[src/common/hostif_pkg.sv]
// Shared constants and types for the host interface selector.
package hostif_pkg;

  // ==========================================================
  // Timing
  localparam int CLOCK_HZ = 10_000_000;
  localparam int IDLE_TIMEOUT_S = 10;
  localparam int IDLE_CYCLES = CLOCK_HZ * IDLE_TIMEOUT_S;
  localparam int SLOW_RATE_BPS = 2;
  localparam int SLOW_CYCLES = CLOCK_HZ / SLOW_RATE_BPS;

  // ==========================================================
  // Receive buffer free-space thresholds in bytes
  localparam logic [19:0] FREE_SLOW_BELOW = 20'h04000;
  localparam logic [19:0] FREE_OPEN_ABOVE = 20'h08000;
  localparam logic [19:0] FREE_HALT_AT = 20'h00010;
  localparam logic [19:0] FREE_RESUME_AT = 20'h80000;

  // ==========================================================
  // Register byte offsets
  localparam logic [7:0] REG_CTRL = 8'h00;
  localparam logic [7:0] REG_STATUS = 8'h04;
  localparam logic [7:0] REG_DATAIN = 8'h08;
  localparam logic [7:0] REG_STRING = 8'h0c;

  // ==========================================================
  // Option card command codes with special handling
  localparam logic [7:0] OPT_NOP = 8'h00;
  localparam logic [7:0] OPT_HW_RESET = 8'h01;
  localparam logic [7:0] OPT_INQ_NAME = 8'h05;
  localparam logic [7:0] OPT_COMPLETE = 8'h08;
  localparam logic [7:0] OPT_STOP = 8'h09;
  localparam logic [7:0] OPT_INQ_URGENT = 8'h14;

  // Main commands sent to the card.
  localparam logic [7:0] MAIN_SOFT_RESET = 8'h01;
  localparam logic [7:0] MAIN_NAME_DATA = 8'h04;
  localparam logic [7:0] MAIN_INQ_EMUL = 8'h07;
  localparam logic [7:0] MAIN_INQ_ASCII = 8'h0e;
  localparam logic [7:0] MAIN_URG_REPLY = 8'h14;
  localparam logic [7:0] MAIN_URG_MSG = 8'h15;

  // Urgent command values.
  localparam logic [7:0] URG_DEVICE_ID = 8'h00;
  localparam logic [7:0] URG_ALL_STATUS = 8'h01;
  localparam logic [7:0] URG_JOB_INFO = 8'h08;

  // ==========================================================
  // Types
  typedef enum logic [1:0] {PORT_NONE, PORT_PAR, PORT_USB, PORT_OPT} port_t;
  typedef enum logic [1:0] {RA_ACCEPT, RA_REJECT, RA_UNKNOWN,
                            RA_RESERVED} reply_a_t;
  typedef enum logic [1:0] {RB_NONE, RB_EXEC_OK, RB_CHECK} reply_b_t;
  typedef enum logic [1:0] {TH_OPEN, TH_SLOW, TH_HALT} throttle_t;

  typedef struct packed {
    logic offline;
    logic nibbleEcp;
    port_t manualPort;
    logic autoSel;
  } ctrl_t;

  localparam ctrl_t CTRL_RESET = '{offline: 1'b0, nibbleEcp: 1'b0,
                                   manualPort: PORT_PAR, autoSel: 1'b1};

  typedef struct packed {
    reply_a_t replyA;
    reply_b_t replyB;
  } opt_reply_t;

  // Pending main command slots, lowest index sent first.
  localparam int PEND_N = 6;
  localparam logic [PEND_N-1:0] PEND_RESET = 6'h01;

endpackage

[src/core/host_interface_select.sv]
// Host port selector, receive throttle and option card command logic.
//
// The APB slave port and the placing of the registers were decided locally.
`timescale 1ns/1ps

// ==========================================================
// Byte FIFO in the receive path.
module byte_fifo #(
  parameter int WIDTH = 8,
  parameter int DEPTH = 8
) (
  // Clock and reset
  input wire logic clock,
  input wire logic rst,
  // Fill side
  input wire logic inValid,
  input wire logic [WIDTH-1:0] inData,
  output logic inReady,
  // Drain side
  output logic outValid,
  output logic [WIDTH-1:0] outData,
  input wire logic outReady
);
  localparam int AW = $clog2(DEPTH);
  logic [WIDTH-1:0] mem [DEPTH];
  logic [AW-1:0] wrPtr;
  logic [AW-1:0] rdPtr;
  logic [AW:0] count;
  wire push = inValid && inReady;
  wire pop = outValid && outReady;

  // Full and empty come straight from the occupancy count.
  assign inReady = count != (AW+1)'(DEPTH);
  assign outValid = count != '0;
  assign outData = mem[rdPtr];

  // Pointer and count update.
  always_ff @(posedge clock or posedge rst) begin
    if (rst) begin
      wrPtr <= '0;
      rdPtr <= '0;
      count <= '0;
    end else begin
      if (push) wrPtr <= (wrPtr == AW'(DEPTH-1)) ? '0 : wrPtr + 1'b1;
      if (pop) rdPtr <= (rdPtr == AW'(DEPTH-1)) ? '0 : rdPtr + 1'b1;
      count <= count + (AW+1)'(push) - (AW+1)'(pop);
    end
  end

  // Storage has no reset.
  always_ff @(posedge clock) begin
    if (push) mem[wrPtr] <= inData;
  end
endmodule

// ==========================================================
// Function
// - Classify option codes: accept, reject, unknown, reserved.
// - Second reply: execute-OK, check, or none.
// - Soft reset to card on init, 01h, panel, cold.
// - Main commands on name, emulation, data-in, urgent.
// - State-reply on: stream status, mark start/end.
// - Decode urgent values 00h, 01h, 08h.
// - Low free space: throttle parallel and option card to two bytes/second.
// - Lift above 32k, halt at 16, resume at 512k.
// - Manual mode uses exactly one configured port.
// - Auto mode picks first port delivering data.
// - Auto mode: ten idle seconds deselect port.
// - Unselected parallel port is held busy.
// - Idle: parallel ready, USB no NACK, offline cleared.
// - Ignore INIT when unselected or nibble/ECP.
module host_interface_select
  import hostif_pkg::*;
#(
  parameter int IDLE_LIMIT = IDLE_CYCLES,
  parameter int SLOW_LIMIT = SLOW_CYCLES,
  parameter int FIFO_DEPTH = 8
) (
  // Clock and reset
  input wire logic clock,
  input wire logic rst,
  // APB register bus
  input wire logic [7:0] paddr,
  input wire logic psel,
  input wire logic penable,
  input wire logic pwrite,
  input wire logic [31:0] pwdata,
  output logic [31:0] prdata,
  output logic pready,
  output logic pslverr,
  // Parallel port pins
  input wire logic [7:0] parData,
  input wire logic parStrobe,
  input wire logic parInit,
  output logic parBusy,
  // USB byte stream
  input wire logic usbValid,
  input wire logic [7:0] usbData,
  output logic usbReady,
  output logic usbNack,
  // Option card data and commands
  input wire logic optValid,
  input wire logic [7:0] optData,
  output logic optReady,
  input wire logic optCmdValid,
  input wire logic [7:0] optCmd,
  output logic replyValid,
  output opt_reply_t reply,
  output logic mainCmdValid,
  output logic [7:0] mainCmd,
  output logic cardDataInValid,
  output logic [7:0] cardDataIn,
  output logic cardOffline,
  input wire logic stateReplyValid,
  input wire logic stateReplyOn,
  input wire logic urgentValid,
  input wire logic [7:0] urgentCode,
  input wire logic urgentReplyDone,
  output logic urgentDeviceId,
  output logic urgentAllStatus,
  output logic urgentJobInfo,
  // Printer events and buffer state
  input wire logic panelReset,
  input wire logic emulationChange,
  input wire logic errorPresent,
  input wire logic [19:0] bufFree,
  // Received data towards the printer
  output logic rxValid,
  output logic [7:0] rxData,
  input wire logic rxReady
);
  ctrl_t ctrl;
  port_t sel;
  throttle_t th;
  throttle_t next_th;
  logic [1:0] strobeSync;
  logic [1:0] initSync;
  logic [7:0] dataMeta;
  logic [7:0] dataSync;
  logic strobeLast;
  logic initLast;
  logic parFull;
  logic [7:0] parHold;
  logic [31:0] idleCnt;
  logic [31:0] slowCnt;
  logic slowCredit;
  logic stateReply;
  logic [PEND_N-1:0] pend;
  logic [PEND_N-1:0] ev;
  logic fifoInReady;

  // ==========================================================
  // Pin synchronisers and edge detection on the second stage.
  always_ff @(posedge clock or posedge rst) begin
    if (rst) begin
      strobeSync <= '0;
      initSync <= '0;
      dataMeta <= '0;
      dataSync <= '0;
      strobeLast <= 1'b0;
      initLast <= 1'b0;
    end else begin
      strobeSync <= {strobeSync[0], parStrobe};
      initSync <= {initSync[0], parInit};
      dataMeta <= parData;
      dataSync <= dataMeta;
      strobeLast <= strobeSync[1];
      initLast <= initSync[1];
    end
  end

  wire strobeRise = strobeSync[1] && !strobeLast;
  wire initRise = initSync[1] && !initLast;

  // ==========================================================
  // Port selection and data acceptance.
  wire autoIdle = ctrl.autoSel && sel == PORT_NONE;
  wire parOpen = sel == PORT_PAR || autoIdle;
  wire parCatch = strobeRise && !parFull && parOpen;
  wire throttleOk = th == TH_OPEN || (th == TH_SLOW && slowCredit);
  wire takePar = sel == PORT_PAR && parFull && fifoInReady && throttleOk;
  wire takeUsb = sel == PORT_USB && usbValid && fifoInReady;
  wire takeOpt = sel == PORT_OPT && optValid && fifoInReady && throttleOk;
  wire take = takePar || takeUsb || takeOpt;
  wire [7:0] takeData = takePar ? parHold : (takeUsb ? usbData : optData);
  wire idleExpire = ctrl.autoSel && sel != PORT_NONE &&
                    idleCnt == 32'(IDLE_LIMIT - 1);
  // Ready and busy follow the selection; the USB side never NACKs in idle.
  assign usbReady = takeUsb;
  assign optReady = takeOpt;
  assign parBusy = parFull || !parOpen;
  assign usbNack = sel != PORT_NONE && sel != PORT_USB;

  // Selection register: manual forces the configured port.
  always_ff @(posedge clock or posedge rst) begin
    if (rst) begin
      sel <= PORT_NONE;
    end else if (!ctrl.autoSel) begin
      sel <= ctrl.manualPort;
    end else if (idleExpire) begin
      sel <= PORT_NONE;
    end else if (sel == PORT_NONE) begin
      if (parFull) sel <= PORT_PAR;
      else if (usbValid) sel <= PORT_USB;
      else if (optValid) sel <= PORT_OPT;
    end
  end

  // Parallel byte holding latch, released into the FIFO.
  always_ff @(posedge clock or posedge rst) begin
    if (rst) begin
      parFull <= 1'b0;
      parHold <= '0;
    end else if (parCatch) begin
      parFull <= 1'b1;
      parHold <= dataSync;
    end else if (takePar) begin
      parFull <= 1'b0;
    end
  end

  // Idle timer counts only while a port is held in auto mode.
  always_ff @(posedge clock or posedge rst) begin
    if (rst) idleCnt <= '0;
    else if (!ctrl.autoSel || sel == PORT_NONE || take) idleCnt <= '0;
    else if (!idleExpire) idleCnt <= idleCnt + 1'b1;
  end

  // ==========================================================
  // Throttle state from the free space of the receive buffer.
  always_comb begin
    next_th = th;
    case (th)
      TH_OPEN: begin
        if (bufFree <= FREE_HALT_AT) next_th = TH_HALT;
        else if (!errorPresent && bufFree < FREE_SLOW_BELOW)
          next_th = TH_SLOW;
      end
      TH_SLOW: begin
        if (bufFree <= FREE_HALT_AT) next_th = TH_HALT;
        else if (bufFree > FREE_OPEN_ABOVE || errorPresent)
          next_th = TH_OPEN;
      end
      TH_HALT: begin
        if (bufFree >= FREE_RESUME_AT) next_th = TH_SLOW;
      end
      default: next_th = TH_OPEN;
    endcase
  end

  // Slow-rate credit: one byte per interval.
  always_ff @(posedge clock or posedge rst) begin
    if (rst) begin
      th <= TH_OPEN;
      slowCnt <= '0;
      slowCredit <= 1'b0;
    end else begin
      th <= next_th;
      if (th != TH_SLOW || (take && !takeUsb)) begin
        slowCnt <= '0;
        slowCredit <= 1'b0;
      end else if (slowCnt == 32'(SLOW_LIMIT - 1)) begin
        slowCredit <= 1'b1;
      end else begin
        slowCnt <= slowCnt + 1'b1;
      end
    end
  end

  byte_fifo #(.WIDTH(8), .DEPTH(FIFO_DEPTH)) rxFifo (
    .clock(clock),
    .rst(rst),
    .inValid(take),
    .inData(takeData),
    .inReady(fifoInReady),
    .outValid(rxValid),
    .outData(rxData),
    .outReady(rxReady)
  );

  // ==========================================================
  // APB slave with no wait states; all answers registered.
  wire setup = psel && !penable && !pready;
  wire wrDone = psel && penable && pready && pwrite;
  wire mapped = paddr == REG_CTRL || paddr == REG_STATUS ||
                paddr == REG_DATAIN || paddr == REG_STRING;
  wire wrCtrl = wrDone && paddr == REG_CTRL;
  wire wrDataIn = wrDone && paddr == REG_DATAIN;
  wire wrString = wrDone && paddr == REG_STRING;
  wire [31:0] readMux =
    (paddr == REG_CTRL) ? {27'h0000000, ctrl} :
    (paddr == REG_STATUS) ? {26'h0000000, parFull, stateReply, th, sel} :
    32'h00000000;

  // Bus answer registers.
  always_ff @(posedge clock or posedge rst) begin
    if (rst) begin
      pready <= 1'b0;
      pslverr <= 1'b0;
      prdata <= '0;
    end else begin
      pready <= setup;
      pslverr <= setup && !mapped;
      prdata <= setup ? readMux : '0;
    end
  end

  // Control register; a software set of offline beats the idle clear.
  always_ff @(posedge clock or posedge rst) begin
    if (rst) ctrl <= CTRL_RESET;
    else if (wrCtrl) ctrl <= ctrl_t'(pwdata[4:0]);
    else if (idleExpire) ctrl.offline <= 1'b0;
  end
  assign cardOffline = ctrl.offline;

  // Card data-in register and state-reply setting.
  always_ff @(posedge clock or posedge rst) begin
    if (rst) begin
      cardDataIn <= '0;
      cardDataInValid <= 1'b0;
      stateReply <= 1'b0;
    end else begin
      cardDataInValid <= wrDataIn;
      if (wrDataIn) cardDataIn <= pwdata[7:0];
      if (stateReplyValid) stateReply <= stateReplyOn;
    end
  end

  // ==========================================================
  // Option command replies.
  function automatic opt_reply_t classify(input logic [7:0] code);
    opt_reply_t r;
    r = '{replyA: RA_RESERVED, replyB: RB_NONE};
    case (code)
      8'h00, 8'h03, 8'h05, 8'h06, 8'h07, 8'h0b, 8'h0c, 8'h0f, 8'h15:
        r.replyA = RA_ACCEPT;
      8'h02, 8'h04, 8'h0a, 8'h0d, 8'h0e: r.replyA = RA_REJECT;
      OPT_HW_RESET, OPT_INQ_URGENT: r = '{replyA: RA_ACCEPT,
                                          replyB: RB_EXEC_OK};
      OPT_STOP: r = '{replyA: RA_REJECT, replyB: RB_EXEC_OK};
      OPT_COMPLETE: r = '{replyA: RA_ACCEPT, replyB: RB_CHECK};
      default: begin
        if (code < 8'h20) r.replyA = RA_UNKNOWN;
      end
    endcase
    return r;
  endfunction

  wire opt_reply_t nextReply = classify(optCmd);

  // Reply and urgent decode pulses.
  always_ff @(posedge clock or posedge rst) begin
    if (rst) begin
      replyValid <= 1'b0;
      reply <= '{replyA: RA_ACCEPT, replyB: RB_NONE};
      urgentDeviceId <= 1'b0;
      urgentAllStatus <= 1'b0;
      urgentJobInfo <= 1'b0;
    end else begin
      replyValid <= optCmdValid;
      if (optCmdValid) reply <= nextReply;
      urgentDeviceId <= urgentValid && urgentCode == URG_DEVICE_ID;
      urgentAllStatus <= urgentValid && urgentCode == URG_ALL_STATUS;
      urgentJobInfo <= urgentValid && urgentCode == URG_JOB_INFO;
    end
  end

  // ==========================================================
  // Main command events, one slot each, sent lowest slot first.
  wire initOk = initRise && sel == PORT_PAR && !ctrl.nibbleEcp;
  assign ev[0] = initOk || panelReset ||
                 (optCmdValid && optCmd == OPT_HW_RESET);
  assign ev[1] = optCmdValid && optCmd == OPT_INQ_NAME;
  assign ev[2] = emulationChange;
  assign ev[3] = wrDataIn || (wrString && stateReply);
  assign ev[4] = urgentReplyDone;
  assign ev[5] = urgentValid;
  wire [PEND_N-1:0] grant = pend & (~pend + 1'b1);

  function automatic logic [7:0] slotCode(input logic [PEND_N-1:0] g);
    logic [7:0] c;
    c = MAIN_URG_MSG;
    if (g[0]) c = MAIN_SOFT_RESET;
    else if (g[1]) c = MAIN_NAME_DATA;
    else if (g[2]) c = MAIN_INQ_EMUL;
    else if (g[3]) c = MAIN_INQ_ASCII;
    else if (g[4]) c = MAIN_URG_REPLY;
    return c;
  endfunction

  // Pending slots start with the cold-start reset; new events win over send.
  always_ff @(posedge clock or posedge rst) begin
    if (rst) begin
      pend <= PEND_RESET;
      mainCmdValid <= 1'b0;
      mainCmd <= '0;
    end else begin
      pend <= (pend & ~grant) | ev;
      mainCmdValid <= |pend;
      mainCmd <= slotCode(grant);
    end
  end
endmodule

[config.mk]
export PLATFORM = sky130hd
export DESIGN_NAME = host_interface_select
export DESIGN_NICKNAME = d
export VERILOG_FILES = /design/src/common/hostif_pkg.sv /design/src/core/host_interface_select.sv
export SDC_FILE = /design/constraint.sdc
export NUM_CORES = 1
export LEC_CHECK = 0
export BUFFER_PORTS_ARGS = -buffer_cell sky130_fd_sc_hd__buf_2
export CORE_MARGIN = 3
export CORE_UTILIZATION = 50
export CTS_BUF_LIST = sky130_fd_sc_hd__clkbuf_4 sky130_fd_sc_hd__clkbuf_8 sky130_fd_sc_hd__clkbuf_16
export CTS_CLUSTER_SIZE = 12
export DETAILED_ROUTE_END_ITERATION = 7
export HOLD_SLACK_MARGIN = 0.06
export PLACE_DENSITY = 0.74
export SLEW_MARGIN = 20
export SYNTH_ARGS = -nofsm -noshare
export SYNTH_HDL_FRONTEND = slang
export SYNTH_SLANG_ARGS = --single-unit
[constraint.sdc]
create_clock -name clock -period 5.8 [get_ports clock]
set_input_delay 0.87 -clock clock [delete_from_list [all_inputs] [get_ports clock]]
set_output_delay 0.87 -clock clock [all_outputs]
set_load 0.01 [all_outputs]
# Word-level counts from Yosys, hierarchy flattened

Memories as Yosys holds them, arrays and structs flattened.
Index checks and enable logic that the tools add are counted.

Output and inout bits: 74
Memories: 1
Register bits: 156
Bits in writable memories: 64

Equality and inequality tests: 41
Add/sub/neg operators: 7
$lt $le $gt $ge: 5
Bitwise operators: 5
Reduce and logical (&&, ||, !) cells: 80
Muxes and demuxes: 39

Memory list:

| memory     | depth | width | read ports | clocked after memory_dff | write ports | line                        | source |
|---|---|---|---|---|---|---|---|
| rxFifo.mem | 8     | 8     | 1          | 0                        | 1           | host_interface_select.sv:25 | `logic [WIDTH-1:0] mem [DEPTH];` |

Operators with widths:

| kind                                                                              | count |
|---|---|
| 32-bit 2-to-1 mux                                                                 | 4 |
| 8-bit by 4-bit == test with 1-bit output, second input constant                   | 11 |
| 32-bit by 1-bit adder with 32-bit output, second input constant                   | 2 |
| 8-bit by 3-bit == test with 1-bit output, second input constant                   | 5 |
| 1-bit logical AND                                                                 | 38 |
| 32-bit by 23-bit == test with 1-bit output, second input constant                 | 1 |
| 32-bit by 27-bit == test with 1-bit output, second input constant                 | 1 |
| 8-bit logical NOT                                                                 | 3 |
| 2-bit 2-to-1 mux                                                                  | 11 |
| 20-bit >= comparator, second input constant                                       | 1 |
| 20-bit by 16-bit greater-than comparator with 1-bit output, second input constant | 1 |
| 20-bit by 5-bit <= comparator with 1-bit output, second input constant            | 1 |
| 20-bit by 15-bit less-than comparator with 1-bit output, second input constant    | 1 |
| 5-bit 2-to-1 mux                                                                  | 4 |
| 6-bit 2-to-1 mux                                                                  | 3 |
| 8-bit by 1-bit == test with 1-bit output, second input constant                   | 2 |
| 8-bit by 2-bit == test with 1-bit output, second input constant                   | 2 |
| 8-bit by 5-bit == test with 1-bit output, second input constant                   | 2 |
| 8-bit 2-to-1 mux                                                                  | 2 |
| 1-bit logical OR                                                                  | 15 |
| 6-bit bitwise AND                                                                 | 2 |
| 6-bit inverter                                                                    | 2 |
| 12-bit OR reduction                                                               | 1 |
| 6-bit OR reduction                                                                | 2 |
| 25 further kinds                                                                  | 60 |

# Longest topological paths before layout

Gate-level depths: netlist (run 1).

Depth in word-level cells: 9
Depth in mapped cells: 11
Gate-level depth less buffers: 11

# Cells and area by module

Synthesis (run 1) repeated with hierarchy kept, for this count alone.

Cells, all modules: 792
Area, all modules: 9,783.1 um^2

Modules (own cells, without submodules):

| module                | instances | cells an instance | sequential area each (um^2) | area each (um^2) |
|---|---|---|---|---|
| host_interface_select | 1         | 641               | 3,582.2                     | 6,681.4 |
| byte_fifo             | 1         | 151               | 2,172.1                     | 3,101.7 |

# Worst setup path after synthesis (run 1)

Ideal clock, no wire load.

Path kind: input to register
From: input optValid
To: memory rxFifo.mem[2][0] (enable)
Setup time: 398 ps
Stages on the path: 4
Data required time: 5,402 ps
Setup slack: 3,145 ps
Arrival: 2,257 ps
Cells stage by stage: mux2_4 > and4_4 > nor2_2 > nor4b_1

Cells in the longest elaborated chain, start to end: 7

RTL lines:

| item                                   | line                         | source |
|---|---|---|
| start: declaration                     | host_interface_select.sv:102 | `input wire logic optValid,` |
| 1-bit logical AND (3 in a row)         | host_interface_select.sv:183 | `wire takeOpt = sel == PORT_OPT && optValid && fifoInReady && throttleOk;` |
| 1-bit logical OR                       | host_interface_select.sv:184 | `wire take = takePar \|\| takeUsb \|\| takeOpt;` |
| 1-bit logical AND                      | host_interface_select.sv:29  | `wire push = inValid && inReady;` |
| 1-bit 2-to-1 mux                       | host_interface_select.sv:52  | `if (push) mem[wrPtr] <= inData;` |
| 1-bit 2-to-1 mux (not written as such) | host_interface_select.sv:52  |  |
| end: declaration                       | host_interface_select.sv:25  |  |

Every way passes these cells.

# Worst setup path after layout (run 1)

From: register rxFifo.rdPtr[0]
To: output rxData[1]

Cells in the longest elaborated chain, start to end: 1

RTL lines:

| item                     | line                         | source |
|---|---|---|
| start: declaration       | host_interface_select.sv:27  | `logic [AW-1:0] rdPtr;` |
| start signal: assignment | host_interface_select.sv:45  | `if (pop) rdPtr <= (rdPtr == AW'(DEPTH-1)) ? '0 : rdPtr + 1'b1;` |
| memory read 8 x 8 bit    | n/a                          |  |
| end: declaration         | host_interface_select.sv:129 | `output logic [7:0] rxData,` |

Every way passes these cells.

==> flow_metrics.env, run 1 <==
export IMPL_seq_area_frac_synth=0.596
export IMPL_syn2layout_area_growth_pct=17.5
export IMPL_grt_max_degree=98
export IMPL_fp_dieH_microns=145
export IMPL_synth_seq_cells=217
export IMPL_core_sq_um=18800
export IMPL_syn_cell_area_sq_um=9650
export IMPL_ys_warn_count=0
export IMPL_synth_cell_type_count=55
export IMPL_synth_simple_area_share=0.161
export IMPL_ys_flop_type="dfrtp_1"
export IMPL_crit_path_end_kind="output pin"
export IMPL_critPathArrivalTime_ns=2.30
export IMPL_vias=6522
export IMPL_drive_gt1_frac=0.264
export IMPL_cts_tree="yes"
export IMPL_crit_path_start_kind="flop"
export IMPL_pre_cts_ws_ns=2.59
export IMPL_syn_inst=796
export IMPL_cts_buffers=24
export IMPL_antenna_cells=0
export IMPL_synth_compound_area_share=0.0424
export IMPL_slew_headroom=0.301
export IMPL_finalWorstSetupSlack_ns=2.63
export IMPL_critPathSlowestCell="dfrtp_2"
export IMPL_max_cap_violations=0
export IMPL_ios=192
export IMPL_grt_overflow=0
export IMPL_gp_congestion=0.822
export IMPL_setup_tns_ns=0
export IMPL_place_area_sq_um=10500
export IMPL_fin_worst_skew_ns=0.0236
export IMPL_crit_chain="mux4_2, mux2_2, buf_2"
export IMPL_critical_path_top_delay_family="multiplexers"
export IMPL_status="finished clean"
export IMPL_drc=0
export IMPL_detail_route_wl_per_cell_microns=16.2
export IMPL_hpwl_microns=13800
export IMPL_synthAdderAreaFrac=0.0176
export IMPL_hold_class="flop to flop"
export IMPL_cp_required_ns=4.93
export IMPL_mostFrequentLayoutCell="dfrtp_1"
export IMPL_worstSkewPairLatency_ns=0.52
export IMPL_fp_row_count=50
export IMPL_grt_pass1_vias=6322
export IMPL_grt_pass1_wl_microns=32500
export IMPL_dieWidth_microns=145
export IMPL_clkTransAtPathRegs_ns=0.06
export IMPL_critPathKind="flop to output pin"
export IMPL_start_util=0.513
export IMPL_synth_area_mux_share=0.0918
export IMPL_antenna_found_initial=2
export IMPL_final_cell_mix="149 x dfrtp_1, 138 x buf_2, 88 x nor2_1, 64 x edfxtp_1, 46 x nand2_1"
export IMPL_path_buf_inv=1
export IMPL_track_usage=0.189
export IMPL_syn_avg_cell_area_sq_um=12.1
export IMPL_irDropWorstVdd_uv=220
export IMPL_antenna_left=0
export IMPL_drv_slew=0
export IMPL_cts_setup_buffers=0
export IMPL_synth_xor_area_frac=0.0463
export IMPL_p_per_area_nw_per_um2=363
export IMPL_hold_viol_final=0
export IMPL_setup_viol=0
export IMPL_cts_sinks=217
export IMPL_clock_path_buffers=3
export IMPL_fmax_mhz=315
export IMPL_min_period_ns=3.17
export IMPL_async_flop_share=0.705
export IMPL_cp_max_fo=19
export IMPL_leakage_nw=4.88
export IMPL_synth_edf_count=64
export IMPL_synth_top_family_by_area="simple AND/OR/NAND/NOR gates"
export IMPL_rsz0062_at_grt="no"
export IMPL_nets=1075
export IMPL_cts_resized=0
export IMPL_worst_pin_slew_ns=1.05
export IMPL_port_buffers=138
export IMPL_max_stage_delay_ns=0.75
export IMPL_drt_initial_drc_count=394
export IMPL_clock_root_buffer="clkbuf_16"
export IMPL_fin_area_sq_um=11300
export IMPL_drt_first_pass_iters=4
export IMPL_avgViaCountPerCell=5.34
export IMPL_h_tree_depth=1
export IMPL_period_share=0.547
export IMPL_die_area_sq_um=21000
export IMPL_drt_total_wl_microns=19800
export IMPL_hold_buffers=0
-- cells by family after synthesis --
logic type | Yosys count
AOI/OAI and AO/OA | 70
xor gates and xnor gates | 51
adders and majority gates | 13
buffers and inverters | 82
DFF | 217
muxes | 64
other | 1
and+or+nand+nor | 298
-- power by group --
part           internal, W  switching (W)
Sequential         0.00175       0.000161
Combinational     0.000368       0.000361
Clock             0.000902       0.000570
-- state kept, by name (all words and copies together), names as in the netlist, 2 cells and up --
signal,cells
reply,4
prdata,6
parHold,8
mainCmd,5
rxFifo.count,4
rxFifo.rdPtr,3
cardDataIn,8
rxFifo.mem,64
pend,6
sel,2
idleCnt,32
initSync,2
rxFifo.wrPtr,3
dataSync,8
strobeSync,2
ctrl,4
slowCnt,32
th,2
dataMeta,8
-- synthesized netlist by cell type (all sizes together) (2+ instances only) --
| master | count | area (sq um) |
|---|---|---|
| edfxtp | 64 | 1920 |
| inv | 28 | 105 |
| and4 | 10 | 90.1 |
| o21bai | 2 | 15.0 |
| clkbuf | 18 | 67.6 |
| buf | 36 | 255 |
| o31ai | 2 | 15.0 |
| a21oi | 20 | 100 |
| or4 | 8 | 60.1 |
| nor2 | 89 | 337 |
| ha | 12 | 150 |
| nand2 | 47 | 176 |
| a21o | 4 | 30.0 |
| dfstp | 3 | 78.8 |
| xor2 | 37 | 324 |
| mux4 | 16 | 360 |
| dfrtp | 150 | 3750 |
| or3b | 2 | 17.5 |
| a211oi | 2 | 15.0 |
| o21ai | 27 | 135 |
| o211ai | 2 | 15.0 |
| o22ai | 3 | 18.8 |
| or3 | 9 | 56.3 |
| nand3 | 25 | 125 |
| nor2b | 3 | 18.8 |
| nor4bb | 2 | 20.0 |
| and3 | 8 | 50.1 |
| nand4 | 29 | 181 |
| nor4b | 8 | 70.1 |
| mux2i | 15 | 150 |
| nor4 | 16 | 100 |
| o21a | 2 | 15.0 |
| nor3 | 21 | 105 |
| nor3b | 5 | 42.5 |
| xnor2 | 14 | 123 |
| o41ai | 2 | 17.5 |
| nand2b | 5 | 31.3 |
| and2 | 9 | 56.3 |
| mux2 | 33 | 375 |
-- final cells by class --
| type | count | area [sq um] |
|---|---|---|
| multi-input cells | 525 | 3590 |
| inverters | 28 | 110 |
| repair buffers | 148 | 766 |
| flip-flops and latches | 217 | 5760 |
| fillers | 1502 | 7490 |
| well taps | 260 | 325 |
| clock buffers | 42 | 773 |
| clock inverters | 2 | 21.3 |
-- routing by layer --
metal | GRT usage | part of all wire | vias to the layer above
met5 | 0 | 0.0012 | -
li1 | - | - | 3102
met4 | 0.0437 | 0.020 | 4
met3 | 0.0325 | 0.057 | 36
met1 | 0.256 | 0.42 | 3191
met2 | 0.322 | 0.50 | 189
-- metrics by stage --
step	util	total power, W	std cells	hold slack (ns)
floorplan	-	0.00244	824	0.331
global placement	0.560	0.00264	1178	0.331
detailed placement	0.560	0.00268	1178	0.335
CTS	0.602	0.00417	1222	0.348
global route	0.602	0.00433	1222	0.349
finish	0.602	0.00411	1222	0.347
-- path summary, 6_finish.rpt --
path / slack, ns / depth (start not counted) / end / startpoint
setup reg to reg: 2.79 / 6 / rxFifo.mem[5][7]$_DFFE_PP_ / rxFifo.count[2]$_DFF_PP0_
min in group asynchronous: 0.56 / 2 / idleCnt[2]$_DFFE_PP0P_ / rst
max in group asynchronous: 4.05 / 3 / pend[2]$_DFF_PP0_ / rst
hold / removal: 0.35 / 0 / dataSync[2]$_DFF_PP0_ / dataMeta[2]$_DFF_PP0_
hold reg to reg: 0.35 / 0 / dataSync[2]$_DFF_PP0_ / dataMeta[2]$_DFF_PP0_
setup / recovery: 2.63 / 3 / rxData[1] / rxFifo.rdPtr[0]$_DFFE_PP0P_
Note: power is estimated with default switching activity, not from simulation.
==> run 2, diff against run 1 <==
--- a/config.mk
+++ b/config.mk
@@ -5,6 +5,7 @@
 export SDC_FILE = /design/constraint.sdc
 export NUM_CORES = 1
 export LEC_CHECK = 0
+export ABC_AREA = 1
 export BUFFER_PORTS_ARGS = -buffer_cell sky130_fd_sc_hd__buf_2
 export CORE_MARGIN = 3
 export CORE_UTILIZATION = 50
@@ -12,7 +13,7 @@
 export CTS_CLUSTER_SIZE = 12
 export DETAILED_ROUTE_END_ITERATION = 7
 export HOLD_SLACK_MARGIN = 0.06
-export PLACE_DENSITY = 0.74
+export PLACE_DENSITY = 0.73
 export SLEW_MARGIN = 20
 export SYNTH_ARGS = -nofsm -noshare
 export SYNTH_HDL_FRONTEND = slang
==> constraint.sdc (replaced) <==
create_clock -name clock -period 3 [get_ports clock]
set_input_delay 0.45 -clock clock [delete_from_list [all_inputs] [get_ports clock]]
set_output_delay 0.45 -clock clock [all_outputs]
set_load 0.01 [all_outputs]
==> run 2 against run 1 <==
Effect of this change: sequential share of layout area is 3.7 points lower; register-to-register slack got worse by 2.1 ns; clock skew is 0.015 ns lower; critical path type unchanged.
==> flow_metrics.env, run 2 <==
export IMPL_hold_class="input pin to flop"
export IMPL_synth_seq_cells=217
export IMPL_hpwl_microns=16700
export IMPL_syn_avg_cell_area_sq_um=8.63
export IMPL_grt_max_degree=72
export IMPL_irDropWorstVdd_uv=406
export IMPL_fp_row_count=52
export IMPL_vias=8294
export IMPL_fin_worst_skew_ns=0.00841
export IMPL_largest_register="rxFifo.mem"
export IMPL_avgViaCountPerCell=4.98
export IMPL_drt_first_pass_iters=6
export IMPL_dieWidth_microns=151
export IMPL_synthTopCellsByCount="241 x nor2_1, 238 x nand2_1, 150 x dfrtp_1"
export IMPL_antenna_found_initial=0
export IMPL_clock_path_buffers=3
export IMPL_syn2layout_area_growth_pct=16.0
export IMPL_cp_max_fo=17
export IMPL_drv_slew=0
export IMPL_critPathKind="flop to output pin"
export IMPL_fmax_mhz=370
export IMPL_top_regs="rxFifo.mem x64, idleCnt x32, slowCnt x32"
export IMPL_antenna_cells=0
export IMPL_fp_dieH_microns=151
export IMPL_p_per_area_nw_per_um2=594
export IMPL_clock_root_buffer="clkbuf_16"
export IMPL_cts_buffers=23
export IMPL_rsz0062_at_grt="no"
export IMPL_seq_area_frac_synth=0.546
export IMPL_start_util=0.514
export IMPL_track_usage=0.202
export IMPL_period_share=0.902
export IMPL_syn_inst=1221
export IMPL_netlist_area_leader_share=0.356
export IMPL_status="finished clean"
export IMPL_drt_initial_drc_count=510
export IMPL_drc=0
export IMPL_hold_viol_final=0
export IMPL_mostFrequentLayoutCell="nor2_1"
export IMPL_ios=192
export IMPL_detail_route_wl_per_cell_microns=13.7
export IMPL_grt_pass1_wl_microns=37600
export IMPL_crit_path_start_kind="flop"
export IMPL_gp_congestion=0.917
export IMPL_nets=1511
export IMPL_port_buffers=138
export IMPL_grt_pass1_vias=7867
export IMPL_min_period_ns=2.70
export IMPL_worstSkewPairLatency_ns=0.50
export IMPL_leakage_nw=5.49
export IMPL_cts_sinks=217
export IMPL_die_area_sq_um=22900
export IMPL_h_tree_depth=1
export IMPL_max_cap_violations=0
export IMPL_setup_tns_ns=0
export IMPL_async_flop_share=0.705
export IMPL_yosys_area_top_type="dfrtp_1"
export IMPL_setup_viol=0
export IMPL_ys_warn_count=0
export IMPL_cp_required_ns=2.55
export IMPL_syn_cell_area_sq_um=10500
export IMPL_ys_flop_type="dfrtp_1"
export IMPL_synth_top_cells_by_area="dfrtp_1 36%, edfxtp_1 18%, nor2_1 8.6%"
export IMPL_synth_cell_type_count=47
export IMPL_slew_headroom=0.516
export IMPL_drive_gt1_frac=0.158
export IMPL_antenna_left=0
export IMPL_drt_total_wl_microns=22800
export IMPL_total_power_w=0.00726
export IMPL_cts_tree="yes"
export IMPL_grt_overflow=0
export IMPL_cts_resized=0
export IMPL_synth_most_common_cell="nor2_1"
export IMPL_core_sq_um=20500
export IMPL_crit_path_end_kind="output pin"
export IMPL_critPathArrivalTime_ns=2.25
export IMPL_final_cell_mix="241 x nor2_1, 238 x nand2_1, 150 x dfrtp_1, 138 x buf_2, 136 x inv_1"
export IMPL_largest_reg_flops=64
export IMPL_worst_pin_slew_ns=0.723
export IMPL_synth_edf_count=64
export IMPL_clkTransAtPathRegs_ns=0.06
export IMPL_n_fill_cell=1774
## run 2: cell types whose count changed in the layout (fill, tap and decap cells not counted), moves of 16 or more
cell,before,now
inv_1,27,136
nand3_1,25,41
nor2_1,88,241
nand2_1,46,238
nor3_1,21,48
mux2_2,32,0
mux4_2,16,0
o21ai_0,27,74
a31oi_1,1,19
## run 2: path summary, 6_finish.rpt
path,end,slack [ns],depth (start not counted),startpoint
setup / recovery,rxData[4],0.30,6,rxFifo.rdPtr[1]$_DFFE_PP0P_
hold / removal,replyValid$_DFF_PP0_,0.12,1,optCmdValid
setup reg to reg,rxFifo.mem[4][4]$_DFFE_PP_,0.70,8,rxFifo.count[2]$_DFF_PP0_
hold reg to reg,dataSync[7]$_DFF_PP0_,0.35,0,dataMeta[7]$_DFF_PP0_
max in group asynchronous,ctrl[0]$_DFFE_PP1P_,1.76,4,rst
min in group asynchronous,reply[2]$_DFFE_PP0P_,0.51,3,rst
## run 2: routing by layer
metal  vias to the layer above  GRT usage  share of wire
li1                       4215          -              -
met1                      3819      0.269           0.44
met2                       227      0.352           0.49
met3                        33     0.0293          0.054
met4                         0     0.0444          0.015
met5                         -          0              0
## run 2: kinds of logic after synthesis
| logic type | after synthesis | synth area share |
|---|---|---|
| AND/OR/NAND/NOR | 628 | 0.255 |
| flip-flops | 217 | 0.546 |
| buffers and inverters | 193 | 0.0839 |
| AO/OA/AOI/OAI | 137 | 0.0723 |
| XOR/XNOR | 32 | 0.0266 |
| adder cells (fa/ha/maj) | 13 | 0.0161 |
| other | 1 | 0.000356 |
## run 2: worst max-delay path, cell delays in order, from the launching register on
cell and delay (ns):
dfrtp_1 0.52, inv_1 0.47, o21ai_0 0.19, o22ai_1 0.21
nor2_1 0.07, a31oi_1 0.14, buf_2 0.15
## run 2: final cells by class
| type | count | area [sq um] | area share |
|---|---|---|---|
| flip-flops and latches | 217 | 5750 | 0.471 |
| inverters | 144 | 544 | 0.0445 |
| repair buffers | 155 | 871 | 0.0712 |
| clock inverters | 5 | 28.8 | 0.00235 |
| clock buffers | 36 | 686 | 0.0561 |
| multi-input cells | 839 | 4010 | 0.328 |
| well taps | 270 | 338 | 0.0276 |
## run 2: stage by stage
stage	cells	util	setup slack, ns	hold WS [ns]	instance area [sq um]
6_report	1666	0.597	0.295	0.122	12200
5_1_grt	1666	0.597	0.113	0.104	12200
4_1_cts	1666	0.597	0.266	0.0971	12200
3_5_place_dp	1614	0.556	0.732	0.335	11400
3_3_place_gp	1614	0.556	0.793	0.331	11400
2_1_floorplan	1249	-	0.622	0.331	10600
## run 2: what timing repair did
action,in CTS,in global routing
setup buffers,0,0
hold endpoints to repair,26,0
hold buffers,11,0
## run 2: report_power, final
group / switching (W) / leakage, nW / total (W) / internal [W]
sequential: 0.0000944 / 2.59 / 0.00325 / 0.00316
clock: 0.00108 / 0.369 / 0.00265 / 0.00157
combinational: 0.000866 / 2.53 / 0.00136 / 0.000494
total: 0.00204 / 5.49 / 0.00726 / 0.00522
